<file path="src/vtpa_pkg.sv">
// Constants, types and helpers shared by the voice target and talk arbiter
package vtpa_pkg;
    // Clock and timing
    localparam int unsigned CLK_HZ = 40_000_000;
    localparam int unsigned SILENCE_TIME_S = 10;
    localparam int unsigned DISPLAY_TIME_S = 3;
    localparam int unsigned FLASH_HALF_MS = 250;
    localparam int unsigned MS_PER_S = 1000;
    localparam int unsigned SILENCE_CYCLES = SILENCE_TIME_S * CLK_HZ;
    localparam int unsigned DISPLAY_CYCLES = DISPLAY_TIME_S * CLK_HZ;
    localparam int unsigned FLASH_CYCLES = FLASH_HALF_MS * (CLK_HZ / MS_PER_S);
    localparam int unsigned CNT_W = 32;

    // Widths
    localparam int unsigned SLOT_COUNT = 8;
    localparam int unsigned SLOT_IDX_W = 3;
    localparam int unsigned IDENT_W = 24;
    localparam int unsigned DATA_W = 32;
    localparam int unsigned ADDR_W = 8;
    localparam int unsigned LEVEL_W = 4;
    localparam int unsigned PRIO_W = 4;
    localparam int unsigned VOL_W = 3;

    // Register byte offsets
    localparam logic [ADDR_W-1:0] REG_CTRL = 8'h00;
    localparam logic [ADDR_W-1:0] REG_VOLUME = 8'h04;
    localparam logic [ADDR_W-1:0] REG_TARGET = 8'h08;
    localparam logic [ADDR_W-1:0] REG_STATUS = 8'h0C;
    localparam logic [ADDR_W-1:0] REG_SLOT_BASE = 8'h20;
    localparam logic [ADDR_W-1:0] REG_SLOT_LAST = 8'h3C;
    localparam int unsigned SLOT_ADDR_LSB = 2;

    // Field positions
    localparam int unsigned CTRL_SDPRIO_BIT = 8;
    localparam int unsigned VOL_MIC_LSB = 8;
    localparam int unsigned TARGET_MASK_LSB = 8;
    localparam int unsigned STATUS_SUSPEND_BIT = 4;
    localparam int unsigned STATUS_SHOW_BIT = 5;

    // Reset values
    localparam logic [VOL_W-1:0] VOL_MEDIUM = 3'h3;
    localparam logic [PRIO_W-1:0] PRIO_RESET = 4'h0;
    localparam logic [IDENT_W-1:0] IDENT_NONE = 24'h00_0000;

    typedef struct packed {
        logic sd_priority;
        logic [PRIO_W-1:0] call_priority;
    } vtpa_ctrl_t;

    typedef struct packed {
        logic [VOL_W-1:0] mic;
        logic [VOL_W-1:0] speaker;
    } vtpa_volume_t;

    typedef struct packed {
        logic [ADDR_W-1:0] addr;
        logic [DATA_W-1:0] wdata;
        logic wr;
        logic rd;
    } vtpa_bus_t;

    typedef struct packed {
        logic talk;
        logic select;
        logic silence;
    } vtpa_pins_t;

    typedef enum logic [1:0] {ST_IDLE, ST_SETUP, ST_TALK, ST_INSERT} vtpa_state_t;

    // One LED segment per destination index
    function automatic logic [SLOT_COUNT-1:0] slot_onehot(input logic [SLOT_IDX_W-1:0] idx);
        logic [SLOT_COUNT-1:0] v;
        v = '0;
        v[idx] = 1'b1;
        return v;
    endfunction

    // Next configured slot above idx, wrapping to the lowest; idx if none
    function automatic logic [SLOT_IDX_W-1:0] next_slot(input logic [SLOT_IDX_W-1:0] idx,
                                                       input logic [SLOT_COUNT-1:0] mask);
        logic [SLOT_IDX_W-1:0] cand;
        logic [SLOT_IDX_W-1:0] found;
        logic hit;
        found = idx;
        hit = 1'b0;
        for (int i = 1; i < SLOT_COUNT; i++) begin
            cand = idx + i[SLOT_IDX_W-1:0];
            if (!hit && mask[cand]) begin
                found = cand;
                hit = 1'b1;
            end
        end
        return found;
    endfunction
endpackage

</file>
<file path="src/vtpa_slot_mem.sv">
// Destination identity table with two registered read ports
module vtpa_slot_mem (
    input wire logic CLOCK,
    input wire logic RST_B,
    input wire logic wr_en,
    input wire logic [vtpa_pkg::SLOT_IDX_W-1:0] wr_idx,
    input wire logic [vtpa_pkg::IDENT_W-1:0] wr_data,
    input wire logic [vtpa_pkg::SLOT_IDX_W-1:0] rd_a_idx,
    input wire logic [vtpa_pkg::SLOT_IDX_W-1:0] rd_b_idx,
    output logic [vtpa_pkg::IDENT_W-1:0] rd_a_data,
    output logic [vtpa_pkg::IDENT_W-1:0] rd_b_data
);
    import vtpa_pkg::*;

    logic [IDENT_W-1:0] mem_reg [SLOT_COUNT];

    // Cleared at reset so an empty slot never shows stale identity
    always_ff @(posedge CLOCK or negedge RST_B) begin
        if (!RST_B) begin
            for (int i = 0; i < SLOT_COUNT; i++) begin
                mem_reg[i] <= IDENT_NONE;
            end
        end else if (wr_en) begin
            mem_reg[wr_idx] <= wr_data;
        end
    end

    // Registered read ports
    always_ff @(posedge CLOCK or negedge RST_B) begin
        if (!RST_B) begin
            rd_a_data <= IDENT_NONE;
            rd_b_data <= IDENT_NONE;
        end else begin
            rd_a_data <= mem_reg[rd_a_idx];
            rd_b_data <= mem_reg[rd_b_idx];
        end
    end
endmodule

</file>
<file path="src/vtpa_voice_arbiter.sv">
// Talk/data arbiter with handset destination selection and LED bar display
// Notes on behaviour
// - Talk button press suspends data traffic on the radio link.
// - Once speech connection is up, play the talk-ready tone in the earphone.
// - Keep data suspended during speech; after 10 s silence re-establish link, resume.
// - Hold a table of eight destination identities, individual or group.
// - A target write or handset advance never selects a slot holding identity zero; reset leaves slot 0, holding zero, as the active target.
// - One configured call priority is applied to every outgoing call.
// - With short data priority on, pause transmitting voice to send message, with tones.
// - First select press flashes active index on LED bar, destination unchanged.
// - Show destination 3 s after last select press, then back to signal level.
// - Each further press within the window advances to the next slot.
// - Advancing skips slots with no configured identity.
// - Advanced destination takes effect at once for the next call.
// - During any voice call the active slot shows as an inverted flash.
// - Speaker and microphone volume start at medium level.
module vtpa_voice_arbiter #(
    parameter int unsigned SILENCE_CNT = vtpa_pkg::SILENCE_CYCLES,
    parameter int unsigned DISPLAY_CNT = vtpa_pkg::DISPLAY_CYCLES,
    parameter int unsigned FLASH_CNT = vtpa_pkg::FLASH_CYCLES
) (
    input wire logic CLOCK,
    input wire logic RST_B,
    input wire vtpa_pkg::vtpa_bus_t REG_BUS,
    output logic [vtpa_pkg::DATA_W-1:0] REG_RDATA,
    input wire vtpa_pkg::vtpa_pins_t HANDSET_PINS,
    input wire logic VOICE_LINK_UP,
    input wire logic MSG_PENDING,
    input wire logic MSG_DONE,
    input wire logic [vtpa_pkg::LEVEL_W-1:0] SIGNAL_STRENGTH_LEVEL,
    output logic DATA_SUSPEND,
    output logic LINK_REESTABLISH,
    output logic TONE_TALK_READY,
    output logic TONE_INTERRUPT,
    output logic VOICE_TX_PAUSE,
    output logic MSG_SEND,
    output logic [vtpa_pkg::PRIO_W-1:0] CALL_PRIORITY,
    output logic [vtpa_pkg::IDENT_W-1:0] CALL_TARGET,
    output vtpa_pkg::vtpa_volume_t VOLUME,
    output logic [vtpa_pkg::SLOT_COUNT-1:0] LED_BAR
);
    import vtpa_pkg::*;

    vtpa_pins_t sync1_reg;
    vtpa_pins_t sync2_reg;
    logic select_prev_reg;
    vtpa_state_t state_reg;
    vtpa_state_t state_next;
    vtpa_ctrl_t ctrl_reg;
    vtpa_volume_t volume_reg;
    logic [SLOT_COUNT-1:0] mask_reg;
    logic [SLOT_IDX_W-1:0] idx_reg;
    logic [SLOT_IDX_W-1:0] idx_next;
    logic show_reg;
    logic [CNT_W-1:0] disp_cnt_reg;
    logic [CNT_W-1:0] silence_cnt_reg;
    logic [CNT_W-1:0] flash_cnt_reg;
    logic blink_reg;
    logic [SLOT_COUNT-1:0] led_next;
    logic [DATA_W-1:0] rdata_reg;
    logic rd_slot_reg;
    logic [IDENT_W-1:0] mem_a_data;
    logic [IDENT_W-1:0] mem_b_data;

    // Handset pins come from outside the clock domain
    always_ff @(posedge CLOCK or negedge RST_B) begin
        if (!RST_B) begin
            sync1_reg <= '0;
            sync2_reg <= '0;
            select_prev_reg <= 1'b0;
        end else begin
            sync1_reg <= HANDSET_PINS;
            sync2_reg <= sync1_reg;
            // Edge detect reads only the second stage, never the metastable first
            select_prev_reg <= sync2_reg.select;
        end
    end

    // Address decode
    wire talk_on = sync2_reg.talk;
    wire select_press = sync2_reg.select && !select_prev_reg;
    wire is_slot = (REG_BUS.addr >= REG_SLOT_BASE) && (REG_BUS.addr <= REG_SLOT_LAST) &&
                   (REG_BUS.addr[SLOT_ADDR_LSB-1:0] == '0);
    wire [ADDR_W-1:0] slot_off = REG_BUS.addr - REG_SLOT_BASE;
    wire [SLOT_IDX_W-1:0] slot_sel = slot_off[SLOT_ADDR_LSB +: SLOT_IDX_W];
    wire wr_ctrl = REG_BUS.wr && (REG_BUS.addr == REG_CTRL);
    wire wr_volume = REG_BUS.wr && (REG_BUS.addr == REG_VOLUME);
    wire wr_target = REG_BUS.wr && (REG_BUS.addr == REG_TARGET);
    wire wr_slot = REG_BUS.wr && is_slot;
    wire [SLOT_IDX_W-1:0] wr_target_idx = REG_BUS.wdata[SLOT_IDX_W-1:0];
    wire [IDENT_W-1:0] wr_ident = REG_BUS.wdata[IDENT_W-1:0];
    wire [SLOT_IDX_W-1:0] advance_idx = next_slot(idx_reg, mask_reg);
    wire silence_done = (silence_cnt_reg >= SILENCE_CNT[CNT_W-1:0] - 1'b1);
    wire disp_done = (disp_cnt_reg == '0);
    wire flash_wrap = (flash_cnt_reg >= FLASH_CNT[CNT_W-1:0] - 1'b1);

    vtpa_slot_mem u_slot_mem (
        .CLOCK(CLOCK),
        .RST_B(RST_B),
        .wr_en(wr_slot),
        .wr_idx(slot_sel),
        .wr_data(wr_ident),
        .rd_a_idx(slot_sel),
        .rd_b_idx(idx_reg),
        .rd_a_data(mem_a_data),
        .rd_b_data(mem_b_data)
    );

    // Configuration registers; volume starts at medium
    always_ff @(posedge CLOCK or negedge RST_B) begin
        if (!RST_B) begin
            ctrl_reg <= '{sd_priority: 1'b0, call_priority: PRIO_RESET};
            volume_reg <= '{mic: VOL_MEDIUM, speaker: VOL_MEDIUM};
            mask_reg <= '0;
        end else begin
            if (wr_ctrl) begin
                ctrl_reg.call_priority <= REG_BUS.wdata[PRIO_W-1:0];
                ctrl_reg.sd_priority <= REG_BUS.wdata[CTRL_SDPRIO_BIT];
            end
            if (wr_volume) begin
                volume_reg.speaker <= REG_BUS.wdata[VOL_W-1:0];
                volume_reg.mic <= REG_BUS.wdata[VOL_MIC_LSB +: VOL_W];
            end
            if (wr_slot) begin
                mask_reg[slot_sel] <= (wr_ident != IDENT_NONE);
            end
        end
    end

    // Destination index: bus select or handset advance
    always_comb begin
        idx_next = idx_reg;
        if (wr_target && mask_reg[wr_target_idx]) begin
            idx_next = wr_target_idx;
        end else if (select_press && show_reg) begin
            idx_next = advance_idx;
        end
    end

    // Display window: first press shows, later presses restart it
    always_ff @(posedge CLOCK or negedge RST_B) begin
        if (!RST_B) begin
            idx_reg <= '0;
            show_reg <= 1'b0;
            disp_cnt_reg <= '0;
        end else begin
            idx_reg <= idx_next;
            if (select_press) begin
                show_reg <= 1'b1;
                disp_cnt_reg <= DISPLAY_CNT[CNT_W-1:0] - 1'b1;
            end else if (show_reg && disp_done) begin
                show_reg <= 1'b0;
            end else if (show_reg) begin
                disp_cnt_reg <= disp_cnt_reg - 1'b1;
            end
        end
    end

    // Talk/data state machine
    always_comb begin
        state_next = state_reg;
        case (state_reg)
            ST_IDLE: begin
                if (talk_on) begin
                    state_next = ST_SETUP;
                end
            end
            ST_SETUP: begin
                if (VOICE_LINK_UP) begin
                    state_next = ST_TALK;
                end
            end
            ST_TALK: begin
                if (ctrl_reg.sd_priority && MSG_PENDING && talk_on) begin
                    state_next = ST_INSERT;
                end else if (silence_done) begin
                    state_next = ST_IDLE;
                end
            end
            ST_INSERT: begin
                if (MSG_DONE) begin
                    state_next = ST_TALK;
                end
            end
            default: begin
                state_next = ST_IDLE;
            end
        endcase
    end

    // Silence counting only runs in talk with no keying and no speech
    always_ff @(posedge CLOCK or negedge RST_B) begin
        if (!RST_B) begin
            state_reg <= ST_IDLE;
            silence_cnt_reg <= '0;
        end else begin
            state_reg <= state_next;
            if (state_reg == ST_TALK && !talk_on && sync2_reg.silence && !silence_done) begin
                silence_cnt_reg <= silence_cnt_reg + 1'b1;
            end else begin
                silence_cnt_reg <= '0;
            end
        end
    end

    // Outputs of the talk/data side, registered
    always_ff @(posedge CLOCK or negedge RST_B) begin
        if (!RST_B) begin
            DATA_SUSPEND <= 1'b0;
            LINK_REESTABLISH <= 1'b0;
            TONE_TALK_READY <= 1'b0;
            TONE_INTERRUPT <= 1'b0;
            VOICE_TX_PAUSE <= 1'b0;
            MSG_SEND <= 1'b0;
        end else begin
            DATA_SUSPEND <= (state_next != ST_IDLE);
            LINK_REESTABLISH <= (state_reg == ST_TALK) && (state_next == ST_IDLE);
            TONE_TALK_READY <= (state_reg == ST_SETUP) && (state_next == ST_TALK);
            TONE_INTERRUPT <= (state_next == ST_INSERT);
            VOICE_TX_PAUSE <= (state_next == ST_INSERT);
            MSG_SEND <= (state_reg == ST_TALK) && (state_next == ST_INSERT);
        end
    end

    // Flash divider, a slow enable derived from the one clock
    always_ff @(posedge CLOCK or negedge RST_B) begin
        if (!RST_B) begin
            flash_cnt_reg <= '0;
            blink_reg <= 1'b0;
        end else if (flash_wrap) begin
            flash_cnt_reg <= '0;
            blink_reg <= !blink_reg;
        end else begin
            flash_cnt_reg <= flash_cnt_reg + 1'b1;
        end
    end

    // LED bar: call marking wins over selection, selection over signal level
    always_comb begin
        led_next = '0;
        for (int i = 0; i < SLOT_COUNT; i++) begin
            led_next[i] = (SIGNAL_STRENGTH_LEVEL > i[LEVEL_W-1:0]);
        end
        if (state_reg != ST_IDLE) begin
            led_next = ~(slot_onehot(idx_reg) & {SLOT_COUNT{blink_reg}});
        end else if (show_reg) begin
            led_next = slot_onehot(idx_reg) & {SLOT_COUNT{blink_reg}};
        end
    end

    // Register read; slot words come out of the table a cycle later
    always_ff @(posedge CLOCK or negedge RST_B) begin
        if (!RST_B) begin
            LED_BAR <= '0;
            rdata_reg <= '0;
            rd_slot_reg <= 1'b0;
        end else begin
            LED_BAR <= led_next;
            rd_slot_reg <= REG_BUS.rd && is_slot;
            rdata_reg <= '0;
            if (REG_BUS.rd) begin
                if (REG_BUS.addr == REG_CTRL) begin
                    rdata_reg[PRIO_W-1:0] <= ctrl_reg.call_priority;
                    rdata_reg[CTRL_SDPRIO_BIT] <= ctrl_reg.sd_priority;
                end else if (REG_BUS.addr == REG_VOLUME) begin
                    rdata_reg[VOL_W-1:0] <= volume_reg.speaker;
                    rdata_reg[VOL_MIC_LSB +: VOL_W] <= volume_reg.mic;
                end else if (REG_BUS.addr == REG_TARGET) begin
                    rdata_reg[SLOT_IDX_W-1:0] <= idx_reg;
                    rdata_reg[TARGET_MASK_LSB +: SLOT_COUNT] <= mask_reg;
                end else if (REG_BUS.addr == REG_STATUS) begin
                    rdata_reg[$bits(vtpa_state_t)-1:0] <= state_reg;
                    rdata_reg[STATUS_SUSPEND_BIT] <= DATA_SUSPEND;
                    rdata_reg[STATUS_SHOW_BIT] <= show_reg;
                end
            end
        end
    end

    assign CALL_PRIORITY = ctrl_reg.call_priority;
    assign CALL_TARGET = mem_b_data;
    assign VOLUME = volume_reg;
    assign REG_RDATA = rd_slot_reg ? {{(DATA_W-IDENT_W){1'b0}}, mem_a_data} : rdata_reg;
endmodule

</file>
<file path="config.mk">
export PLATFORM = sky130hd
export DESIGN_NAME = vtpa_voice_arbiter
export DESIGN_NICKNAME = d
export VERILOG_FILES = /design/src/vtpa_pkg.sv /design/src/vtpa_slot_mem.sv /design/src/vtpa_voice_arbiter.sv
export SDC_FILE = /design/constraint.sdc
export NUM_CORES = 1
export LEC_CHECK = 0
export BUFFER_PORTS_ARGS = -buffer_cell sky130_fd_sc_hd__buf_4
export CORE_MARGIN = 2
export CORE_UTILIZATION = 60
export DETAILED_ROUTE_END_ITERATION = 7
export HOLD_SLACK_MARGIN = 0.12
export PLACE_DENSITY_LB_ADDON = 0.2
export SKIP_LAST_GASP = 1
export SLEW_MARGIN = 0
export SYNTH_ARGS = -nofsm -noshare
export SYNTH_HDL_FRONTEND = slang
export SYNTH_SLANG_ARGS = --single-unit
</file>
<file path="constraint.sdc">
create_clock -name CLOCK -period 9.05 [get_ports CLOCK]
set_clock_uncertainty 0.1 [all_clocks]
set_input_delay 1.81 -clock CLOCK [delete_from_list [all_inputs] [get_ports CLOCK]]
set_output_delay 1.81 -clock CLOCK [all_outputs]
set_load 0.005 [all_outputs]
</file>
### Word level (Yosys, flattened, before mapping)

Cells that the tools add are included.

| word-level totals | value |
|---|---|
| logic and storage cells | 218 |
| output and inout port bits | 80 |
| register bits after elaboration | 397 |
| input port bits | 54 |

| cells by class | value |
|---|---|
| reduce and logical (&&, ||, !) cells | 52 |
| bitwise gates (word level) | 4 |
| mux-type cells | 78 |
| eq/ne operators | 9 |
| magnitude comparators | 27 |
| add/sub/neg operators | 11 |

Operators by type and width:

| operator | number |
|---|---|
| bitwise mux 192 bit | 1 |
| 2-to-1 mux 32 bit | 5 |
| binary-select mux 24 bit (select 3 bit) | 2 |
| 2-to-1 mux 24 bit | 6 |
| demux 24 bit (select 3 bit) | 1 |
| adder 32 x 1 -> 32 bit (second input constant) | 2 |
| less-than comparator 3 x 4 -> 1 bit (second input constant) | 10 |
| 2-to-1 mux 3 bit | 12 |
| greater-or-equal comparator 32 x 24 -> 1 bit (second input constant) | 1 |
| greater-or-equal comparator 32 x 29 -> 1 bit (second input constant) | 1 |
| zero test 32 bit | 1 |
| 2-to-1 mux 8 bit | 4 |
| subtractor 32 x 1 -> 32 bit (second input constant) | 1 |
| logical AND 1 bit | 28 |
| binary-select mux 1 bit (select 3 bit) | 8 |
| nonzero test 24 bit | 1 |
| 2-to-1 mux 2 bit | 11 |
| 2-to-1 mux 1 bit | 21 |
| == test 8 x 4 -> 1 bit (second input constant) | 2 |
| > comparator 4 x 3 -> 1 bit (second input constant) | 4 |
| adder 3 bit (second input constant) | 4 |
| zero test 1 bit | 10 |
| nonzero test 2 bit | 5 |
| bitwise AND 8 bit | 1 |
| other kinds (26) | 39 |

### Logic depth before layout (Yosys ltp)

Gate-level depths: netlist of the first run.

| logic depth | value |
|---|---|
| word-level depth | 24 |
| depth in mapped cells | 12 |
| depth with buffers taken out | 9 |

### By module

A second synthesis of the first run with hierarchy kept.

| unflattened totals | value |
|---|---|
| cell total of the unflattened synthesis | 1434 |
| area, all modules | 19466.2 µm² |

Modules (own cells, without submodules):

| module | cells an instance | sequential area each (µm²) | area each (µm²) | instances |
|---|---|---|---|---|
| vtpa_slot_mem | 633 | 6005.8 | 11244.5 | 1 |
| vtpa_voice_arbiter | 801 | 3933.8 | 8221.6 | 1 |

### Worst setup path after synthesis of the first run

No wires, ideal clock.

| timing | value |
|---|---|
| kind | input-to-reg |
| start | input port REG_BUS[35] (netlist name) |
| end | register u_slot_mem.mem_reg[77] (netlist name) |
| stages | 5 |
| data required time | 8825 ps |
| setup time | 125 ps |
| slack | 5055 ps |
| data arrival time | 3771 ps |
| buffers on the path | 1 |
| cells stage by stage | nor4_1 nand4_1 nor3_1 clkbuf_1 mux2_2 |

| on the way | value |
|---|---|
| longest elaborated chain between the ends | 7 |
| elaborated cells on any way between the ends | 14 |
| classes of those cells | add/sub: 1; order compare: 4; mux: 3; bitwise: 1; reduce/logical: 5 |

RTL lines:

| item | line | text |
|---|---|---|
| start: declaration | vtpa_voice_arbiter.sv:24 | `input wire vtpa_pkg::vtpa_bus_t REG_BUS,` |
| subtractor 5 x 1 -> 5 bit | vtpa_voice_arbiter.sv:84 | `wire [ADDR_W-1:0] slot_off = REG_BUS.addr - REG_SLOT_BASE;` |
| NOT 3 -> 4 bit (not written as such) | vtpa_slot_mem.sv:24 | `mem_reg[wr_idx] <= wr_data;` |
| greater-or-equal comparator 4 bit (not written as such) or less-than comparator 4 x 1 -> 1 bit (tied branches) | vtpa_slot_mem.sv:24 |  |
| logical AND 1 bit (not written as such) | vtpa_slot_mem.sv:24 |  |
| 2-to-1 mux 24 bit (not written as such) | vtpa_slot_mem.sv:24 |  |
| demux 24 bit (select 3 bit) | vtpa_slot_mem.sv:24 |  |
| bitwise mux 192 bit | vtpa_slot_mem.sv:24 |  |
| end signal: indexed assignment | vtpa_slot_mem.sv:24 |  |
| end: declaration | vtpa_slot_mem.sv:15 | `logic [IDENT_W-1:0] mem_reg [SLOT_COUNT];` |

Several ways; a longest one is shown, not always the timed one.
A chain may end at the register's enable or synchronous reset.

### Worst setup path in the final report of the first run

| timing | value |
|---|---|
| start | input port REG_BUS[35] (netlist name) |
| end | register u_slot_mem.mem_reg[74] (netlist name) |

Same word-level chain as after synthesis.

==> results by group, run 1 <==
STA
  • Fmax: 0.228 GHz
  • Final Hold Fails: 0
  • Fin. max-slew vios: 0
  • Worst setup slack after layout: 4.67 ns
  • Slew @ Worst Pin: ~1.0 ns
  • RSZ-0062 raised after global routing: false
  • Slew Limit Headroom: 0.312
  • Final Critical Period: 4.38 ns
  • Setup TNS Final: 0 ns
  • Final period util: 0.484
  • Setup Viol. Count Final: 0

Drt
  • Routed via count: about 12000
  • WL/cell: 21.6 um
  • Routed Antenna Nets: 0
  • WL final: 43300 um
  • Post-DR vias/cell: 6.12
  • Initial DRT Pass Iterations: 5
  • DRC: 0
  • Initial DRC count: 865

Synthesis
  • Yosys top cell by area: dfrtp_1
  • Main flop type after synthesis: dfrtp_1
  • Async set-reset flop share out of synthesis: 1.00
  • Sequential fraction of the synthesis area: 0.520
  • YS warnings: 0
  • Synth unique cells: 61
  • Synth Register Bits: 397
  • Post-synth EDFFs: 0
  • Synth Instances: between 1000 and 1500
  • Top cell type's share of synthesized area: 0.514
  • Cell Area, Synth: 19100 um2
  • Top cells by area in the synthesized netlist: dfrtp_1 51%, mux2_2 14%, mux4_2 13%
  • Mean Syn Cell Area: 13.0 um2

Finish
  • Nets: 1635
  • Max FFs per register: 192
  • Layout cells sized above 1: 0.359
  • Most frequent cells in the layout: 391 x dfrtp_1, 243 x mux2_2, 134 x nand2_1, 134 x buf_4, 115 x nor2_1
  • Leading cell type in the layout, fill and taps excluded: dfrtp_1
  • Area grow syn2layout: 14.0%
  • Final design area excluding fillers: 21800 um2
  • Antenna cell count: 0

Power and ir drop
  • Part of the power in combinational logic: 0.200
  • P_leak: 10.0 nW
  • Internal power: 3.41 mW
  • Power per cell area: 218 nW/um2
  • Maximum vdd ir drop: 0.195 mV
  • Clock Power Share: 0.373
  • Reg power frac: 0.427
  • Net Sw Frac: 0.282
  • P_sw: 1.34 mW

Setup path
  • Worst EP arrival: 4.71 ns
  • Top cell by count, worst path: buf_4
  • CP required: around 9.4 ns
  • Crit path cell chain: buf_4 > nor4_1 > nand4_1 > nor3_2 > buf_4 > mux2_2
  • Maximum fanout along the worst path: 17
  • Crit path capture type: register
  • Max incr delay on CP: slightly below 0.9 ns
  • Worst Setup Path Type: input port to register
  • Startpoint types: input port
  • CP max stage cell: nor3_2

Place
  • Detailed placement HPWL: 26100 um
  • DP Area: a little over 20000 um2
  • I/O Buffers: 117
  • Placer's final routability congestion estimate: 0.837
  • DP Worst Slack: 4.05 ns

Clock tree
  • Clk slew on worst S/H paths: 0.06 ns
  • Num CTS Buffers: 42
  • Setup Fix Bufs, Post-CTS: 0
  • CTS tree: yes
  • # resized after CTS: 0
  • Largest buffer count on any clock path: 3
  • CTS Root Cell: clkbuf_16
  • Clk_lat worst skew: 0.54 ns
  • Hold Buf Count CTS: 0
  • H-tree level count: 2
  • Clk sink count: just under 400

Global routing
  • Vias in the first global route: 12700
  • GRT Resource Usage Total: 0.270
  • Initial antenna violation count: 0
  • First-pass GRT wire length: between 70000 and 80000 um
  • Largest net degree at the start of global routing: about 160
  • GRT overflow: 0

Outcome
  • Status: finished clean

Floorplanning
  • DIE AREA: 33300 um2
  • Die Width: 183 um
  • Die Ht: between 150 and 200 um
  • Row count: 65
  • Ports: 134
  • Starting Density: 0.608
  • Core area: 31500 um2

Hold path
  • Worst hold path class: register to register

Flow run
  • Maximum Capacitance Violations: 0
critical path: cells and delay by family:
kind	cells	cell delay, ns
and+or+nand+nor	3	1.93
muxes	1	0.38
buffers and inverters	2	0.57
worst paths after layout:
path                                   start                      to  slack [ns]  cells past startpoint
worst max-delay path             REG_BUS[35]  u_slot_mem.mem_reg[74]        4.67                      6
worst min-delay path            sync1_reg[2]                 talk_on        0.25                      0
worst max register to register    idx_reg[1]              idx_reg[0]        4.83                     10
worst min register to register  sync1_reg[2]                 talk_on        0.25                      0
max in group asynchronous              RST_B   u_slot_mem.mem_reg[3]        6.19                      2
min in group asynchronous              RST_B     silence_cnt_reg[18]        1.17                      1
through the flow:
step / hold WS (ns) / power [mW] / utilization / cells
detailed placement: 0.237 / 3.00 / 0.647 / 1930
floorplan: 0.231 / 2.68 / - / 1484
CTS: 0.251 / 4.78 / 0.693 / 2005
finish: 0.248 / 4.75 / 0.693 / 2005
global placement: 0.243 / 2.99 / 0.647 / 1930
global route: 0.259 / 4.95 / 0.693 / 2005
Yosys cell counts (all sizes together), types with 14 or more instances:
master  count
a21oi      26
and2       15
and3       20
buf        28
clkbuf     64
dfrtp     393
inv        15
mux2      243
mux2i      17
mux4      109
nand2     134
nand3      33
nor2      121
nor3       24
nor4       14
xnor2      39
xor2       39
logic make-up (layout without fill, tap and decap cells):
family | Yosys count | after routing | share of synthesized area
muxes | 369 | 369 | 0.280
and+or+nand+nor | 422 | 422 | 0.105
AOI/OAI and AO/OA | 82 | 82 | 0.0294
adders and majority gates | 9 | 9 | 0.00589
xor gates and xnor gates | 78 | 78 | 0.0357
DFF | 397 | 397 | 0.520
other | 1 | 19 | 0.000196
buffers and inverters | 108 | 227 | 0.0239
routing by layer:
metal / track usage / wire (um)
met1: 0.382 / 18800
met2: 0.440 / 21200
met3: 0.0389 / 2150
met4: 0.0855 / 1170
met5: 0 / 0
area by class of cell:
class                      count  area (um2)
fill                        2173        9670
clock buffer                  59        1210
tap                          402         503
inverter                      16        60.1
sequential                   397        9940
timing repair buffer         136        1040
multi-input combinational    979        8820
clock inverter                16         228
power groups by stage:
stage | clock network [mW] | registers, mW | logic (mW)
after floorplan | 0 | 1.99 | 0.690
after global placement | 0 | 2.05 | 0.936
after detailed placement | 0 | 2.06 | 0.947
after global routing | 1.88 | 2.05 | 1.03
after CTS | 1.80 | 2.03 | 0.952
final | 1.77 | 2.03 | 0.950
(Power assumes the default switching activity.)
==> inputs of run 2 (changes only) <==
==> constraint.sdc (replaced) <==
create_clock -name CLOCK -period 4.1 [get_ports CLOCK]
set_clock_uncertainty 0.1 [all_clocks]
set_input_delay 0.82 -clock CLOCK [delete_from_list [all_inputs] [get_ports CLOCK]]
set_output_delay 0.82 -clock CLOCK [all_outputs]
set_load 0.005 [all_outputs]
==> run 2 against run 1 <==
Sequential power increased by 120%. Setup slack got worse by 3.8 ns. Routed wire length increased by 0.73%. Critical endpoint is now idx_reg[0].
==> results by group, run 2 (same netlist as run 1, synthesis figures left out) <==
Clock tree
  • Setup Fix Bufs, Post-CTS: 0
  • Clk slew on worst S/H paths: approximately 0.060 ns
  • # resized after CTS: 0
  • Clk_lat worst skew: 0.55 ns
  • Num CTS Buffers: 43
  • CTS Root Cell: clkbuf_16
  • Hold Buf Count CTS: 0
  • Clk sink count: 397
  • Largest buffer count on any clock path: 3
  • CTS tree: yes
  • H-tree level count: 2

Drt
  • Routed Antenna Nets: 0
  • DRC: 0
  • WL final: 43600 um
  • Initial DRC count: around 800
  • Initial DRT Pass Iterations: 5
  • Post-DR vias/cell: between 6 and 7
  • Routed via count: 12300
  • WL/cell: ~22 um

Outcome
  • Status: finished clean

Setup path
  • Worst EP arrival: between 3 and 4 ns
  • RR Endpoint: idx_reg[0]
  • Worst Setup Path Type: register to register
  • Maximum fanout along the worst path: 9
  • CP required: between 4 and 5 ns
  • Critical Path Source: idx_reg[0]
  • Crit path to: idx_reg[0]
  • Worst reg2reg path depth: 9
  • Flop2flop setup slack: roughly 0.84 ns
  • Crit path capture type: register
  • Startpoint types: register
  • RR Startpoint: idx_reg[0]

STA
  • Slew @ Worst Pin: 0.935 ns
  • Fmax: 0.307 GHz
  • Slew Limit Headroom: 0.377
  • Setup Viol. Count Final: 0
  • Fin. max-slew vios: 0
  • Setup TNS Final: 0 ns
  • Final Hold Fails: 0
  • RSZ-0062 raised after global routing: false
  • Final period util: 0.795
  • Final Critical Period: 3.26 ns

Finish
  • Antenna cell count: 0
  • Leading cell type in the layout, fill and taps excluded: dfrtp_1
  • Final Core Density: 0.699
  • Fill cell count: ~2200
  • Max FFs per register: 192
  • Area grow syn2layout: 14.9%
  • Nets: 1652
  • Most frequent cells in the layout: 391 x dfrtp_1, 243 x mux2_2, 144 x buf_4
  • Layout cells sized above 1: 0.364

Power and ir drop
  • Part of the power in combinational logic: 0.214
  • Pwr Total: between 10 and 15 mW
  • Net Sw Frac: 0.282
  • Internal power: approximately 7.5 mW
  • Reg power frac: 0.420
  • Power per cell area: 474 nW/um2
  • P_sw: 2.94 mW
  • Maximum vdd ir drop: roughly 0.35 mV
  • P_leak: 10.1 nW
  • Clock Power Share: 0.366

Global routing
  • Vias in the first global route: 12800
  • First-pass GRT wire length: about 70000 um
  • Largest net degree at the start of global routing: 98
  • GRT overflow: 0
  • Initial antenna violation count: 0
  • GRT Resource Usage Total: 0.272

Flow run
  • Maximum Capacitance Violations: 0

Hold path
  • Worst hold path class: input port to asynchronous set/reset pin

Floorplanning
  • Core area: 31500 um2
  • Ports: 134
  • Starting Density: 0.608
  • Die Ht: 183 um
  • Die Width: 183 um
  • Row count: 65
  • DIE AREA: 33300 um2

Place
  • Placer's final routability congestion estimate: about 0.8
  • Detailed placement HPWL: 27400 um
  • I/O Buffers: roughly 120
## run 2: final cells by class
cell class / instances / area [um2] / area share
Tap cell: 402 / 503 / 0.0229
Sequential cell: 397 / 9940 / 0.452
Inverter: 16 / 60.1 / 0.00273
Timing Repair Buffer: 152 / 1240 / 0.0562
Clock buffer: 71 / 1350 / 0.0615
Multi-Input combinational cell: 979 / 8820 / 0.401
Clock inverter: 5 / 65.1 / 0.00296
## run 2: power groups by stage
stage	sequential, mW	clock (mW)	combinational (mW)
detailed placement	4.44	0	2.22
finish	4.38	3.82	2.23
CTS	4.37	3.90	2.23
global placement	4.43	0	2.18
floorplan	4.38	0	1.52
global route	4.41	4.06	2.42
## run 2: how the worst min path moves through the flow
stage,startpoint,endpoint,depth (start not counted)
2_1_floorplan,sync1_reg[0],sync2_reg[0],0
3_3_place_gp,sync1_reg[0],sync2_reg[0],0
3_5_place_dp,sync1_reg[0],sync2_reg[0],0
4_1_cts,RST_B,silence_cnt_reg[14],1
5_1_grt,sync1_reg[0],sync2_reg[0],0
6_report,RST_B,silence_cnt_reg[14],1
## run 2: critical path, stage by stage, from the launching register on
cell and delay, ns:
dfrtp_4 0.48, inv_1 0.20, ha_1 0.38, mux4_2 0.61
mux2i_1 0.28, nand4_1 0.27, o2111a_1 0.36, o221ai_1 0.10
xnor2_1 0.09, mux2_2 0.27
## run 2: stage by stage
stage | area (um2) | std cells | hold WS [ns] | setup slack, ns
after CTS | 22000 | 2022 | 0.244 | 0.873
after floorplan | 19200 | 1484 | 0.231 | 0.590
after detailed placement | 20600 | 1946 | 0.236 | 0.733
final | 22000 | 2022 | 0.228 | 0.840
after global routing | 22000 | 2022 | 0.258 | 0.687
after global placement | 20600 | 1946 | 0.233 | 0.781
## run 2: per-layer routing
metal	up-vias	part of all wire	global-route usage
li1	5518	-	-
met1	6429	0.43	0.374
met2	292	0.50	0.450
met3	74	0.047	0.0457
met4	0	0.023	0.0826
met5	-	0	0
